===== src/rtl/pmc_pkg.sv =====
// constants, field layout and state encoding of the power mode control block
package pmc_pkg;
	// ----------------------------------------
	// register indices (byte address is four times the index)
	// ----------------------------------------
	localparam logic [7:0] TRIG_REG_IDX = 8'h87;
	localparam logic [7:0] SLEEP_REG_IDX = 8'hBE;
	localparam int ADR_W = 10;
	localparam int DAT_W = 32;
	// ----------------------------------------
	// field positions
	// ----------------------------------------
	localparam int TRIG_BIT = 0;
	localparam int HALT_BIT = 1;
	localparam int MODE_LSB = 0;
	localparam int MODE_MSB = 1;
	localparam int PD_BIT = 2;
	localparam int CAUSE_LSB = 3;
	localparam int CAUSE_MSB = 4;
	localparam int RC_RDY_BIT = 5;
	localparam int XO_RDY_BIT = 6;
	localparam int SBUS_EN_BIT = 7;
	localparam int REG_W = 8;
	// ----------------------------------------
	// reset values and encodings
	// ----------------------------------------
	localparam logic [1:0] MODE_RST = 2'h0;
	localparam logic PD_RST = 1'b1;
	localparam logic SBUS_EN_RST = 1'b0;
	localparam logic [1:0] PS_ZERO = 2'h0;
	localparam logic [1:0] PS_ONE = 2'h1;
	localparam logic [1:0] PS_TWO = 2'h2;
	localparam logic [1:0] PS_THREE = 2'h3;
	localparam logic [1:0] CAUSE_POR = 2'h0;
	localparam logic [1:0] CAUSE_EXT = 2'h1;
	localparam logic [1:0] CAUSE_WDT = 2'h2;
	localparam logic CLK_SRC_XOSC = 1'b0;
	// ----------------------------------------
	// timing
	// ----------------------------------------
	localparam int CLK_NS = 10;
	localparam int PD_SEQ_NS = 50;
	localparam int PD_SEQ_CYC = (PD_SEQ_NS + CLK_NS - 1) / CLK_NS;
	localparam logic [1:0] CAUSE_CAPTURE_CYC = 2'h2;
	// ----------------------------------------
	// operating states, gray along active-down-sleep-wake
	// ----------------------------------------
	typedef enum logic [2:0] {
		PMC_ACTIVE = 3'h0,
		PMC_DOZE = 3'h1,
		PMC_DOWN = 3'h4,
		PMC_SLEEP = 3'h6,
		PMC_WAKE = 3'h2
	} pmc_state_t;
endpackage


===== src/rtl/pmc_delay.sv =====
// one-shot countdown: done pulses CYC cycles after start
`timescale 1ns/1ps
module pmc_delay #(
	parameter int CYC = 5,
	parameter int W = 8
) (
	input wire logic clk,
	input wire logic rst,
	input wire logic start,
	input wire logic abort,
	output logic done
);
	logic [W-1:0] cnt;
	logic run;

	always_ff @(posedge clk or posedge rst) begin
		if (rst) begin
			cnt <= '0;
			run <= 1'b0;
			done <= 1'b0;
		end else begin
			done <= 1'b0;
			if (abort) begin
				run <= 1'b0;
			end else if (start) begin
				cnt <= W'(CYC - 1);
				run <= 1'b1;
			end else if (run) begin
				if (cnt == '0) begin
					run <= 1'b0;
					done <= 1'b1;
				end else begin
					cnt <= cnt - 1'b1;
				end
			end
		end
	end
endmodule


===== src/rtl/pmc_sync.sv =====
// two flip-flop synchroniser for a vector of independent levels
`timescale 1ns/1ps
module pmc_sync #(
	parameter int W = 1
) (
	input wire logic clk,
	input wire logic rst,
	input wire logic [W-1:0] d,
	output logic [W-1:0] q
);
	logic [W-1:0] meta;

	// first stage feeds only the second
	always_ff @(posedge clk or posedge rst) begin
		if (rst) begin
			meta <= '0;
			q <= '0;
		end else begin
			meta <= d;
			q <= meta;
		end
	end
endmodule


===== src/rtl/pmc_top.sv =====
// power mode control: trigger and sleep registers, state sequencing, oscillator control
//
// The Wishbone register port is this design's own decision.
`timescale 1ns/1ps
module pmc_top #(
	parameter int PD_CYC = pmc_pkg::PD_SEQ_CYC
) (
	input wire logic SYS_CLK,
	input wire logic RST,
	input wire logic WB_CYC_I,
	input wire logic WB_STB_I,
	input wire logic WB_WE_I,
	input wire logic [pmc_pkg::ADR_W-1:0] WB_ADR_I,
	input wire logic [3:0] WB_SEL_I,
	input wire logic [pmc_pkg::DAT_W-1:0] WB_DAT_I,
	output logic [pmc_pkg::DAT_W-1:0] WB_DAT_O,
	output logic WB_ACK_O,
	input wire logic IRQ_REQ,
	input wire logic PIN_IRQ,
	input wire logic SLEEP_TIMER_IRQ,
	input wire logic XOSC_STABLE,
	input wire logic RC_STABLE,
	input wire logic RST_SRC_EXT,
	input wire logic RST_SRC_WDT,
	input wire logic CLK_SRC_SEL,
	input wire logic CAL_BUSY,
	output logic XOSC_PWR_EN,
	output logic RC_PWR_EN,
	output logic SYS_CLK_FROM_RC,
	output logic CPU_CLK_GATE,
	output logic CPU_HALT,
	output logic PERIPH_CLK_EN,
	output logic CORE_REG_EN,
	output logic SLOW_OSC_EN,
	output logic WAKE_IRQ_BLOCK,
	output logic SERIAL_BUS_EN,
	output logic SERIAL_BUS_RST
);
	// ----------------------------------------
	// input synchronisers
	// ----------------------------------------
	logic [5:0] async_in;
	logic [5:0] async_s;
	logic pin_irq_s;
	logic timer_irq_s;
	logic xosc_stable_s;
	logic rc_stable_s;
	logic rst_ext_s;
	logic rst_wdt_s;

	assign async_in = {RST_SRC_WDT, RST_SRC_EXT, RC_STABLE, XOSC_STABLE,
		SLEEP_TIMER_IRQ, PIN_IRQ};

	pmc_sync #(
		.W(6)
	) u_sync (
		.clk(SYS_CLK),
		.rst(RST),
		.d(async_in),
		.q(async_s)
	);

	assign pin_irq_s = async_s[0];
	assign timer_irq_s = async_s[1];
	assign xosc_stable_s = async_s[2];
	assign rc_stable_s = async_s[3];
	assign rst_ext_s = async_s[4];
	assign rst_wdt_s = async_s[5];

	// ----------------------------------------
	// bus decode
	// ----------------------------------------
	logic ack;
	logic req;
	logic hit_trig;
	logic hit_sleep;
	logic wr_trig;
	logic wr_sleep;
	logic [pmc_pkg::REG_W-1:0] wdat;

	assign req = WB_CYC_I & WB_STB_I & ~ack;
	assign hit_trig = WB_ADR_I[pmc_pkg::ADR_W-1:2] == pmc_pkg::TRIG_REG_IDX;
	assign hit_sleep = WB_ADR_I[pmc_pkg::ADR_W-1:2] == pmc_pkg::SLEEP_REG_IDX;
	// only lane 0 carries register bits; other lanes are ignored
	assign wr_trig = req & WB_WE_I & WB_SEL_I[0] & hit_trig;
	assign wr_sleep = req & WB_WE_I & WB_SEL_I[0] & hit_sleep;
	assign wdat = WB_DAT_I[pmc_pkg::REG_W-1:0];

	// ----------------------------------------
	// state registers
	// ----------------------------------------
	pmc_pkg::pmc_state_t state;
	logic [1:0] mode;
	logic [1:0] depth;
	logic unused_fast_clock_powerdown;
	logic pd_pending;
	logic clk_src_q;
	logic [1:0] cause;
	logic [1:0] rel_cnt;
	logic xosc_ready;
	logic rc_ready;
	logic sbus_en;
	logic next_sbus_en;
	logic enter_deep;
	logic enter_doze;
	logic down_done;
	logic wake_src;
	logic src_toggle;
	logic hs_on;
	logic clock_ok;
	logic [pmc_pkg::REG_W-1:0] sleep_rd;

	assign enter_deep = (state == pmc_pkg::PMC_ACTIVE) & wr_trig
		& wdat[pmc_pkg::TRIG_BIT] & (mode != pmc_pkg::PS_ZERO);
	assign enter_doze = (state == pmc_pkg::PMC_ACTIVE) & wr_trig
		& wdat[pmc_pkg::TRIG_BIT] & (mode == pmc_pkg::PS_ZERO);
	// state three has no slow clock, so the sleep timer cannot wake it
	assign wake_src = pin_irq_s
		| (timer_irq_s & (depth != pmc_pkg::PS_THREE));
	assign src_toggle = CLK_SRC_SEL != clk_src_q;
	assign hs_on = state != pmc_pkg::PMC_SLEEP;
	assign clock_ok = xosc_ready | rc_ready;

	// ----------------------------------------
	// power-down sequence timer
	// ----------------------------------------
	pmc_delay #(
		.CYC(PD_CYC),
		.W(16)
	) u_pd_delay (
		.clk(SYS_CLK),
		.rst(RST),
		.start(enter_deep),
		.abort(wake_src),
		.done(down_done)
	);

	// ----------------------------------------
	// operating state machine
	// ----------------------------------------
	always_ff @(posedge SYS_CLK or posedge RST) begin
		if (RST) begin
			state <= pmc_pkg::PMC_ACTIVE;
		end else begin
			case (state)
				pmc_pkg::PMC_ACTIVE: begin
					if (enter_deep) begin
						state <= pmc_pkg::PMC_DOWN;
					end else if (enter_doze) begin
						state <= pmc_pkg::PMC_DOZE;
					end
				end
				pmc_pkg::PMC_DOZE: begin
					if (IRQ_REQ) begin
						state <= pmc_pkg::PMC_ACTIVE;
					end
				end
				pmc_pkg::PMC_DOWN: begin
					// an early wake event aborts the sequence
					if (wake_src) begin
						state <= pmc_pkg::PMC_WAKE;
					end else if (down_done) begin
						state <= pmc_pkg::PMC_SLEEP;
					end
				end
				pmc_pkg::PMC_SLEEP: begin
					if (wake_src) begin
						state <= pmc_pkg::PMC_WAKE;
					end
				end
				pmc_pkg::PMC_WAKE: begin
					if (clock_ok) begin
						state <= pmc_pkg::PMC_ACTIVE;
					end
				end
				default: begin
					state <= pmc_pkg::PMC_ACTIVE;
				end
			endcase
		end
	end

	// depth of the current low power state
	always_ff @(posedge SYS_CLK or posedge RST) begin
		if (RST) begin
			depth <= pmc_pkg::PS_ZERO;
		end else if (enter_deep) begin
			depth <= mode;
		end
	end

	// ----------------------------------------
	// state field
	// ----------------------------------------
	always_ff @(posedge SYS_CLK or posedge RST) begin
		if (RST) begin
			mode <= pmc_pkg::MODE_RST;
		end else if (enter_deep) begin
			mode <= pmc_pkg::PS_ZERO;
		end else if (wr_sleep) begin
			mode <= wdat[pmc_pkg::MODE_MSB:pmc_pkg::MODE_LSB];
		end
	end

	// ----------------------------------------
	// processor halt from reserved bit
	// ----------------------------------------
	always_ff @(posedge SYS_CLK or posedge RST) begin
		if (RST) begin
			CPU_HALT <= 1'b0;
		end else if (wr_trig & wdat[pmc_pkg::HALT_BIT]) begin
			CPU_HALT <= 1'b1;
		end
	end

	// ----------------------------------------
	// oscillator powerdown policy
	// ----------------------------------------
	always_ff @(posedge SYS_CLK or posedge RST) begin
		if (RST) begin
			clk_src_q <= 1'b0;
		end else begin
			clk_src_q <= CLK_SRC_SEL;
		end
	end

	always_ff @(posedge SYS_CLK or posedge RST) begin
		if (RST) begin
			unused_fast_clock_powerdown <= pmc_pkg::PD_RST;
			pd_pending <= 1'b0;
		end else if (src_toggle) begin
			unused_fast_clock_powerdown <= 1'b0;
			pd_pending <= 1'b0;
		end else if (wr_sleep) begin
			if (!wdat[pmc_pkg::PD_BIT]) begin
				unused_fast_clock_powerdown <= 1'b0;
				pd_pending <= 1'b0;
			end else if (CAL_BUSY) begin
				pd_pending <= 1'b1;
			end else begin
				unused_fast_clock_powerdown <= 1'b1;
			end
		end else if (pd_pending & ~CAL_BUSY) begin
			unused_fast_clock_powerdown <= 1'b1;
			pd_pending <= 1'b0;
		end
	end

	// ----------------------------------------
	// oscillator power and ready flags
	// ----------------------------------------
	always_ff @(posedge SYS_CLK or posedge RST) begin
		if (RST) begin
			XOSC_PWR_EN <= 1'b0;
			RC_PWR_EN <= 1'b0;
		end else begin
			XOSC_PWR_EN <= hs_on
				& (~unused_fast_clock_powerdown | (CLK_SRC_SEL == pmc_pkg::CLK_SRC_XOSC));
			// rc stays up while the crystal is still settling
			RC_PWR_EN <= hs_on & (~unused_fast_clock_powerdown
				| (CLK_SRC_SEL != pmc_pkg::CLK_SRC_XOSC) | ~xosc_ready);
		end
	end

	always_ff @(posedge SYS_CLK or posedge RST) begin
		if (RST) begin
			xosc_ready <= 1'b0;
			rc_ready <= 1'b0;
		end else begin
			xosc_ready <= XOSC_PWR_EN & xosc_stable_s;
			rc_ready <= RC_PWR_EN & rc_stable_s;
		end
	end

	always_ff @(posedge SYS_CLK or posedge RST) begin
		if (RST) begin
			SYS_CLK_FROM_RC <= 1'b1;
		end else begin
			SYS_CLK_FROM_RC <= (CLK_SRC_SEL != pmc_pkg::CLK_SRC_XOSC)
				| ~xosc_ready;
		end
	end

	// ----------------------------------------
	// reset cause, caught after release
	// ----------------------------------------
	// waits out the synchroniser so the latched source is valid
	always_ff @(posedge SYS_CLK or posedge RST) begin
		if (RST) begin
			rel_cnt <= 2'h0;
			cause <= pmc_pkg::CAUSE_POR;
		end else if (rel_cnt != '1) begin
			rel_cnt <= rel_cnt + 2'h1;
			// synchroniser is cleared by reset too; its second stage is valid from edge three
			if (rel_cnt == pmc_pkg::CAUSE_CAPTURE_CYC) begin
				if (rst_wdt_s) begin
					cause <= pmc_pkg::CAUSE_WDT;
				end else if (rst_ext_s) begin
					cause <= pmc_pkg::CAUSE_EXT;
				end else begin
					cause <= pmc_pkg::CAUSE_POR;
				end
			end
		end
	end

	// ----------------------------------------
	// serial bus controller enable
	// ----------------------------------------
	always_comb begin
		next_sbus_en = sbus_en;
		if ((state == pmc_pkg::PMC_SLEEP) & wake_src & depth[1]) begin
			next_sbus_en = 1'b0;
		end else if (wr_sleep) begin
			next_sbus_en = wdat[pmc_pkg::SBUS_EN_BIT];
		end
	end

	always_ff @(posedge SYS_CLK or posedge RST) begin
		if (RST) begin
			sbus_en <= pmc_pkg::SBUS_EN_RST;
			SERIAL_BUS_EN <= pmc_pkg::SBUS_EN_RST;
			SERIAL_BUS_RST <= 1'b1;
		end else begin
			sbus_en <= next_sbus_en;
			SERIAL_BUS_EN <= next_sbus_en;
			SERIAL_BUS_RST <= ~next_sbus_en;
		end
	end

	// ----------------------------------------
	// clock, regulator and interrupt gating
	// ----------------------------------------
	always_ff @(posedge SYS_CLK or posedge RST) begin
		if (RST) begin
			CPU_CLK_GATE <= 1'b0;
			PERIPH_CLK_EN <= 1'b1;
			CORE_REG_EN <= 1'b1;
			SLOW_OSC_EN <= 1'b1;
			WAKE_IRQ_BLOCK <= 1'b0;
		end else begin
			CPU_CLK_GATE <= state != pmc_pkg::PMC_ACTIVE;
			PERIPH_CLK_EN <= (state == pmc_pkg::PMC_ACTIVE)
				| (state == pmc_pkg::PMC_DOZE);
			CORE_REG_EN <= ~((state == pmc_pkg::PMC_SLEEP) & depth[1]);
			SLOW_OSC_EN <= ~((state == pmc_pkg::PMC_SLEEP)
				& (depth == pmc_pkg::PS_THREE));
			// keeps a stray wake source from firing between arming and trigger
			WAKE_IRQ_BLOCK <= mode != pmc_pkg::PS_ZERO;
		end
	end

	// ----------------------------------------
	// bus answer
	// ----------------------------------------
	always_comb begin
		sleep_rd = '0;
		sleep_rd[pmc_pkg::SBUS_EN_BIT] = sbus_en;
		sleep_rd[pmc_pkg::XO_RDY_BIT] = xosc_ready;
		sleep_rd[pmc_pkg::RC_RDY_BIT] = rc_ready;
		sleep_rd[pmc_pkg::CAUSE_MSB:pmc_pkg::CAUSE_LSB] = cause;
		sleep_rd[pmc_pkg::PD_BIT] = unused_fast_clock_powerdown;
		sleep_rd[pmc_pkg::MODE_MSB:pmc_pkg::MODE_LSB] = mode;
	end

	// single wait state; unmapped addresses answer with zero
	always_ff @(posedge SYS_CLK or posedge RST) begin
		if (RST) begin
			ack <= 1'b0;
			WB_ACK_O <= 1'b0;
			WB_DAT_O <= '0;
		end else begin
			ack <= req;
			WB_ACK_O <= req;
			if (req & ~WB_WE_I & hit_sleep) begin
				WB_DAT_O <= {{(pmc_pkg::DAT_W - pmc_pkg::REG_W){1'b0}}, sleep_rd};
			end else begin
				WB_DAT_O <= '0;
			end
		end
	end
endmodule


===== config.mk =====
export PLATFORM = sky130hd
export DESIGN_NAME = pmc_top
export DESIGN_NICKNAME = d
export VERILOG_FILES = /design/src/rtl/pmc_pkg.sv /design/src/rtl/pmc_delay.sv /design/src/rtl/pmc_sync.sv /design/src/rtl/pmc_top.sv
export SDC_FILE = /design/constraint.sdc
export NUM_CORES = 1
export LEC_CHECK = 0
export BUFFER_PORTS_ARGS = -buffer_cell sky130_fd_sc_hd__buf_2
export CORE_MARGIN = 2
export CORE_UTILIZATION = 40
export DETAILED_ROUTE_END_ITERATION = 10
export PLACE_DENSITY = 0.7
export RECOVER_POWER = 50
export SYNTH_ARGS = -nofsm -noshare
export SYNTH_HDL_FRONTEND = slang
export SYNTH_HIERARCHICAL = 1
export SYNTH_SLANG_ARGS = --single-unit

===== constraint.sdc =====
create_clock -name SYS_CLK -period 6.5 [get_ports SYS_CLK]
set_input_delay 1.3 -clock SYS_CLK [delete_from_list [all_inputs] [get_ports SYS_CLK]]
set_output_delay 1.3 -clock SYS_CLK [all_outputs]
set_load 0.1 [all_outputs]

; ---- Word level (Yosys, flattened, before mapping)
; Index checks and enable logic that the tools add are counted.
[word_totals]
wordCells = 139
inputBits = 60
latchBits = 0
romBits = 0
output_inout_bits = 44
memories = 0
ff_bits = 90
ram_bits = 0
[op_classes]
n_lt_le_gt_ge = 0
add_sub_neg = 2
n_eq_ne = 20
n_mux = 36
n_div = 0
bitwise_logic = 40
reduce_logical = 13
shifts = 0
mul = 0
[ops]
columns = operator, n
row1 = two-way mux 16 bit, 3
row2 = bitwise AND 1 bit, 23
row3 = two-way mux 1 bit, 21
row4 = two-way mux 3 bit, 7
row5 = "equality test 8 bit, second input constant", 2
row6 = logical NOT 16 bit, 1
row7 = "subtractor 16 x 1 -> 16 bit, second input constant", 1
row8 = one-hot mux 3 bit (5 select lines), 1
row9 = "inequality test 2 bit, second input constant", 6
row10 = NOT 1 bit, 10
row11 = two-way mux 8 bit, 1
row12 = "inequality test 4 x 3 -> 1 bit, second input constant", 2
row13 = bitwise OR 1 bit, 7
row14 = "equality test 3 bit, second input constant", 2
row15 = two-way mux 2 bit, 3
row16 = "inequality test 3 bit, second input constant", 2
row17 = AND reduction 2 bit, 3
row18 = nonzero test 2 bit, 3
row19 = nonzero test 3 bit, 2
row20 = AND reduction 5 bit, 1
row21 = "equality test 2 bit, second input constant", 2
row22 = "equality test 3 x 1 -> 1 bit, second input constant", 1
row23 = "equality test 3 x 2 -> 1 bit, second input constant", 1
row24 = logical NOT 3 bit, 1
row25 = other kinds (5), 5

; ---- Longest topological paths before layout
[depth]
ltp_word = 11
depth_mapped = 8
ltp_nobuf = 7

; ---- Cells and area by module
; The synthesis kept the hierarchy.
[by_module_without_submodules]
columns = module, cells_each, area_each_um2, n_inst
row1 = pmc_top, 137, 1625.3, 1
row2 = pmc_delay, 127, 1161.1, 1
row3 = pmc_sync, 13, 304.0, 1

; ---- Worst setup path after synthesis
; Ideal clock, no wire load.
[synth_path]
path_type = input to register
from = input WB_ADR_I[5] (netlist bit)
to = register u_pd_delay.cnt[4]
n_path_buf = 0
setup_ns = 0.078
stages = 6
required_time_ns = 6.422
setup_slack_ns = 3.086
t_arrival_ns = 3.336
cell_sequence = or4b_4 > nor4_4 > and4_4 > o21bai_1 > or4_2 > a21oi_1
[synth_between]
elab_chain_len = 7
[synth_lines]
columns = element, line
row1 = from (decl), pmc_top.sv:13  ; input wire logic [pmc_pkg::ADR_W-1:0] WB_ADR_I,
row2 = equality test 8 bit *, pmc_top.sv:82  ; assign hit_trig = WB_ADR_I[pmc_pkg::ADR_W-1:2] == pmc_pkg::TRIG_REG_IDX;
row3 = bitwise AND 1 bit *, pmc_top.sv:85  ; assign wr_trig = req & WB_WE_I & WB_SEL_I[0] & hit_trig;
row4 = bitwise AND 1 bit *, pmc_top.sv:113  ; assign enter_deep = (state == pmc_pkg::PMC_ACTIVE) & wr_trig
row5 = bitwise AND 1 bit * (2 in a row), pmc_top.sv:114  ; & wdat[pmc_pkg::TRIG_BIT] & (mode != pmc_pkg::PS_ZERO);
row6 = named net enter_deep, pmc_top.sv:104  ; logic enter_deep;
row7 = inequality test 2 bit (no source line) or nonzero test 2 bit (tied branches), n/a
row8 = AND reduction 3 bit (no source line), n/a
row9 = to (signal assigned), pmc_delay.sv:26  ; cnt <= W'(CYC - 1);
row10 = to (signal assigned), pmc_delay.sv:33  ; cnt <= cnt - 1'b1;
row11 = to (decl), pmc_delay.sv:13  ; logic [W-1:0] cnt;
; The timed path passes the listed nets; every way through them passes the cells marked *.
; A chain may end at the register's enable or synchronous reset.

; ---- Worst setup path in the final report
[layout_path]
from = input WB_ADR_I[5] (netlist bit)
to = register u_pd_delay.cnt[15]
; Same word-level chain as after synthesis.

==> flow_summary.json <==
{
  "vias": 2202,
  "endpoint_kind": "register",
  "detail-route-antenna-nets": 0,
  "drv_cap": 1,
  "synthMuxAreaShare_pct": 1.98,
  "synth.distinct_cells": 58,
  "status": "finished with violations",
  "cp_slowest_cell": "or4_1",
  "cts_tree": "yes",
  "slew_headroom_pct": -20.3,
  "rsz0062_at_grt": "no",
  "drtIter0Drc": 129,
  "wire_per_inst_um": 13.0,
  "netlist_area_mm2": 0.00309,
  "critPathKind": "in -> reg",
  "htreeDepth": 3,
  "path_max_fanout": 19,
  "ctsHoldBuffers": 0,
  "clock_latency_ps": 340,
  "grt_pass1_wl_um": 9840,
  "final_common_cell": "dfrtp_1",
  "synth-compound-area-share_pct": 9.76,
  "final-max-slew-violation-count": 37,
  "r2r_cells": 7,
  "peakVddDrop_v": 0.0000833,
  "slowest_delay_ps": 550,
  "drt_wl_total_um": 5650,
  "synth-main-ff-cell": "dfrtp_1",
  "antenna_found_initial": 0,
  "hold_violations": 0,
  "drc": 0,
  "rr_startpoint": "ack",
  "ys_ff_latch": 66,
  "fin_crit_ps": 3580,
  "crit_chain": "buf_2, or4b_4, nor4_4, and4_4, o21ba_2, nand4b_1, or4_1, a21oi_1",
  "critPathArrivalTime_ps": 3840,
  "synth_edf_count": 0,
  "cts-buffers-inserted": 9,
  "finalCritPeriodShare_pct": 55.1,
  "nets": 391,
  "hold_depth": 0,
  "post_synth.cell_area_avg_um2": 11.2,
  "critPathLaunchType": "input port",
  "violations": "capacitance limit, slew limit",
  "viasPerCell": 5.06,
  "leakage_uw": 0.00170,
  "grt_max_degree": 37,
  "port_buffers": 46,
  "synthCells": 277,
  "synthArstFlopShare_pct": 100,
  "gp_congestion": 0.777,
  "ctsResizeCount": 0,
  "overflow": 0,
  "synth_top_family_by_area": "simple AND/OR/NAND/NOR gates",
  "dp_hpwl_um": 4110,
  "rrSetupSlack_ps": 3720,
  "setup_viol": 0,
  "fp.coreArea_mm2": 0.00761,
  "holdPathEnd": "u_sync/q[1]",
  "start_util_pct": 40.6,
  "final_cell_mix": "60 x dfrtp_1, 44 x buf_2, 24 x conb_1",
  "syn2layout_area_growth_pct": 15.4,
  "path_clk_slew_ps": 70,
  "antenna_cells": 0,
  "seq_area_frac_synth_pct": 53.7,
  "die_h_um": 91.9,
  "setup_tns_ps": 0,
  "num_rows": 32,
  "numClockSinks": 66,
  "tightest_slew_ps": 1800,
  "clock_path_buffers": 2,
  "die_width_um": 91.9,
  "hold_path_startpoint": "u_sync/meta[1]",
  "synthAdderAreaFrac_pct": 1.21,
  "drtPass1Iterations": 4,
  "required_ps": 6760,
  "synth_xor_area_share_pct": 0.567,
  "cts-root-buf": "clkbuf_8",
  "post-cts-setup-buffers": 0,
  "fmax_mhz": 279,
  "fin_skew_ps": 4.97,
  "yosys.area_share.simple_pct": 23.6,
  "timing.rr.end": "u_pd_delay/cnt[15]",
  "grt_util_all_layers_pct": 14.7,
  "yosys_warnings": 6,
  "grt_pass1_vias": 2166,
  "io_pins": 104,
  "layout-drive-gt1-share_pct": 27.6,
  "dieArea_mm2": 0.00845,
  "power.density_mw_per_mm2": 262,
  "min_path_type": "reg -> reg",
  "final_util_pct": 46.9
}
-- layout make-up --
type                       instances  area [um^2]
fill                             696         4040
sequential                        66         1660
multi-input combinational        188         1240
timing repair buffer              47          231
tap                              102          128
clock inverter                     7          125
clock buffer                       9          124
inverter                          16         60.1
-- per-stage QoR --
stage | total power, uW | worst slack [ps] | cells | hold slack, ps | cell area [um^2]
floorplan | 519 | 3090 | 300 | 331 | 3180
global placement | 522 | 2650 | 419 | 333 | 3320
detailed placement | 523 | 2570 | 419 | 336 | 3320
CTS | 950 | 2930 | 435 | 355 | 3570
global route | 973 | 2790 | 435 | 364 | 3570
finish | 935 | 2920 | 435 | 353 | 3570
-- Yosys cell counts, types with 2 or more instances --
master,number,area [um^2]
a21oi_1,8,40.0
a22o_1,2,17.5
a311o_1,2,20.0
a31oi_1,5,31.3
a32oi_1,2,17.5
a41o_1,2,20.0
and2_1,10,62.6
and3_1,2,12.5
buf_4,24,180
buf_6,2,22.5
clkbuf_1,3,11.3
dfrtp_1,60,1500
dfstp_2,6,158
ha_1,3,37.5
inv_1,16,60.1
mux2i_1,5,50.1
nand2_1,15,56.3
nand2b_1,2,12.5
nand3_1,8,40.0
nand3b_1,3,22.5
nand4_1,7,43.8
nand4b_1,2,17.5
nor2_1,16,60.1
nor3_1,10,50.1
nor4_1,7,43.8
nor4_4,3,63.8
o21ai_0,5,25.0
o21ai_1,2,10.0
o21ba_2,2,20.0
o21bai_1,3,22.5
o31ai_1,4,30.0
or2b_2,2,17.5
or3_1,4,25.0
or4_1,2,15.0
or4_2,2,17.5
or4_4,3,33.8
or4b_4,2,27.5
-- state kept, by name (all words and copies together), names as in the netlist, 2 cells and up --
signal	count
WB_DAT_O	8
rel_cnt	2
state	3
u_sync/q	6
depth	2
cause	2
u_sync/meta	6
u_pd_delay/cnt	16
mode	2
-- worst max-delay path: cells and delay by family --
kind	cells	cell delay [ps]
buf+inv	1	110
simple gates	5	2030
compound gates	2	400
-- where the power goes --
part | internal (uW) | total [uW] | switching [uW] | leakage (uW)
Combinational | 10.1 | 94.4 | 84.3 | 0.000765
Sequential | 417 | 419 | 2.20 | 0.000815
Clock | 259 | 421 | 162 | 0.000124
Total | 686 | 935 | 249 | 0.00170
-- worst max path at each step --
stage	startpoint	slack, ps	to	cells after the start
finish	WB_ADR_I[5]	2920	u_pd_delay/cnt[15]	8
global route	WB_ADR_I[5]	2790	u_pd_delay/cnt[15]	8
CTS	WB_ADR_I[5]	2930	u_pd_delay/cnt[15]	8
detailed placement	WB_ADR_I[5]	2570	u_pd_delay/cnt[15]	8
global placement	WB_ADR_I[5]	2650	u_pd_delay/cnt[15]	8
floorplan	WB_ADR_I[5]	3090	u_pd_delay/cnt[4]	6
-- per-layer routing --
layer	track usage [%]	wire length, um
met1	17.5	2400
met2	25.0	2840
met3	3.94	324
met4	6.09	84
met5	0	0
-- kinds of logic after synthesis --
group                      count (synthesis)
DFF                                       66
buffers and inverters                     46
adders and majority gates                  3
and+or+nand+nor                          111
xor gates and xnor gates                   2
muxes                                      6
AOI/OAI and AO/OA                         42
other                                      1
Power figures use the tool's default switching activity.
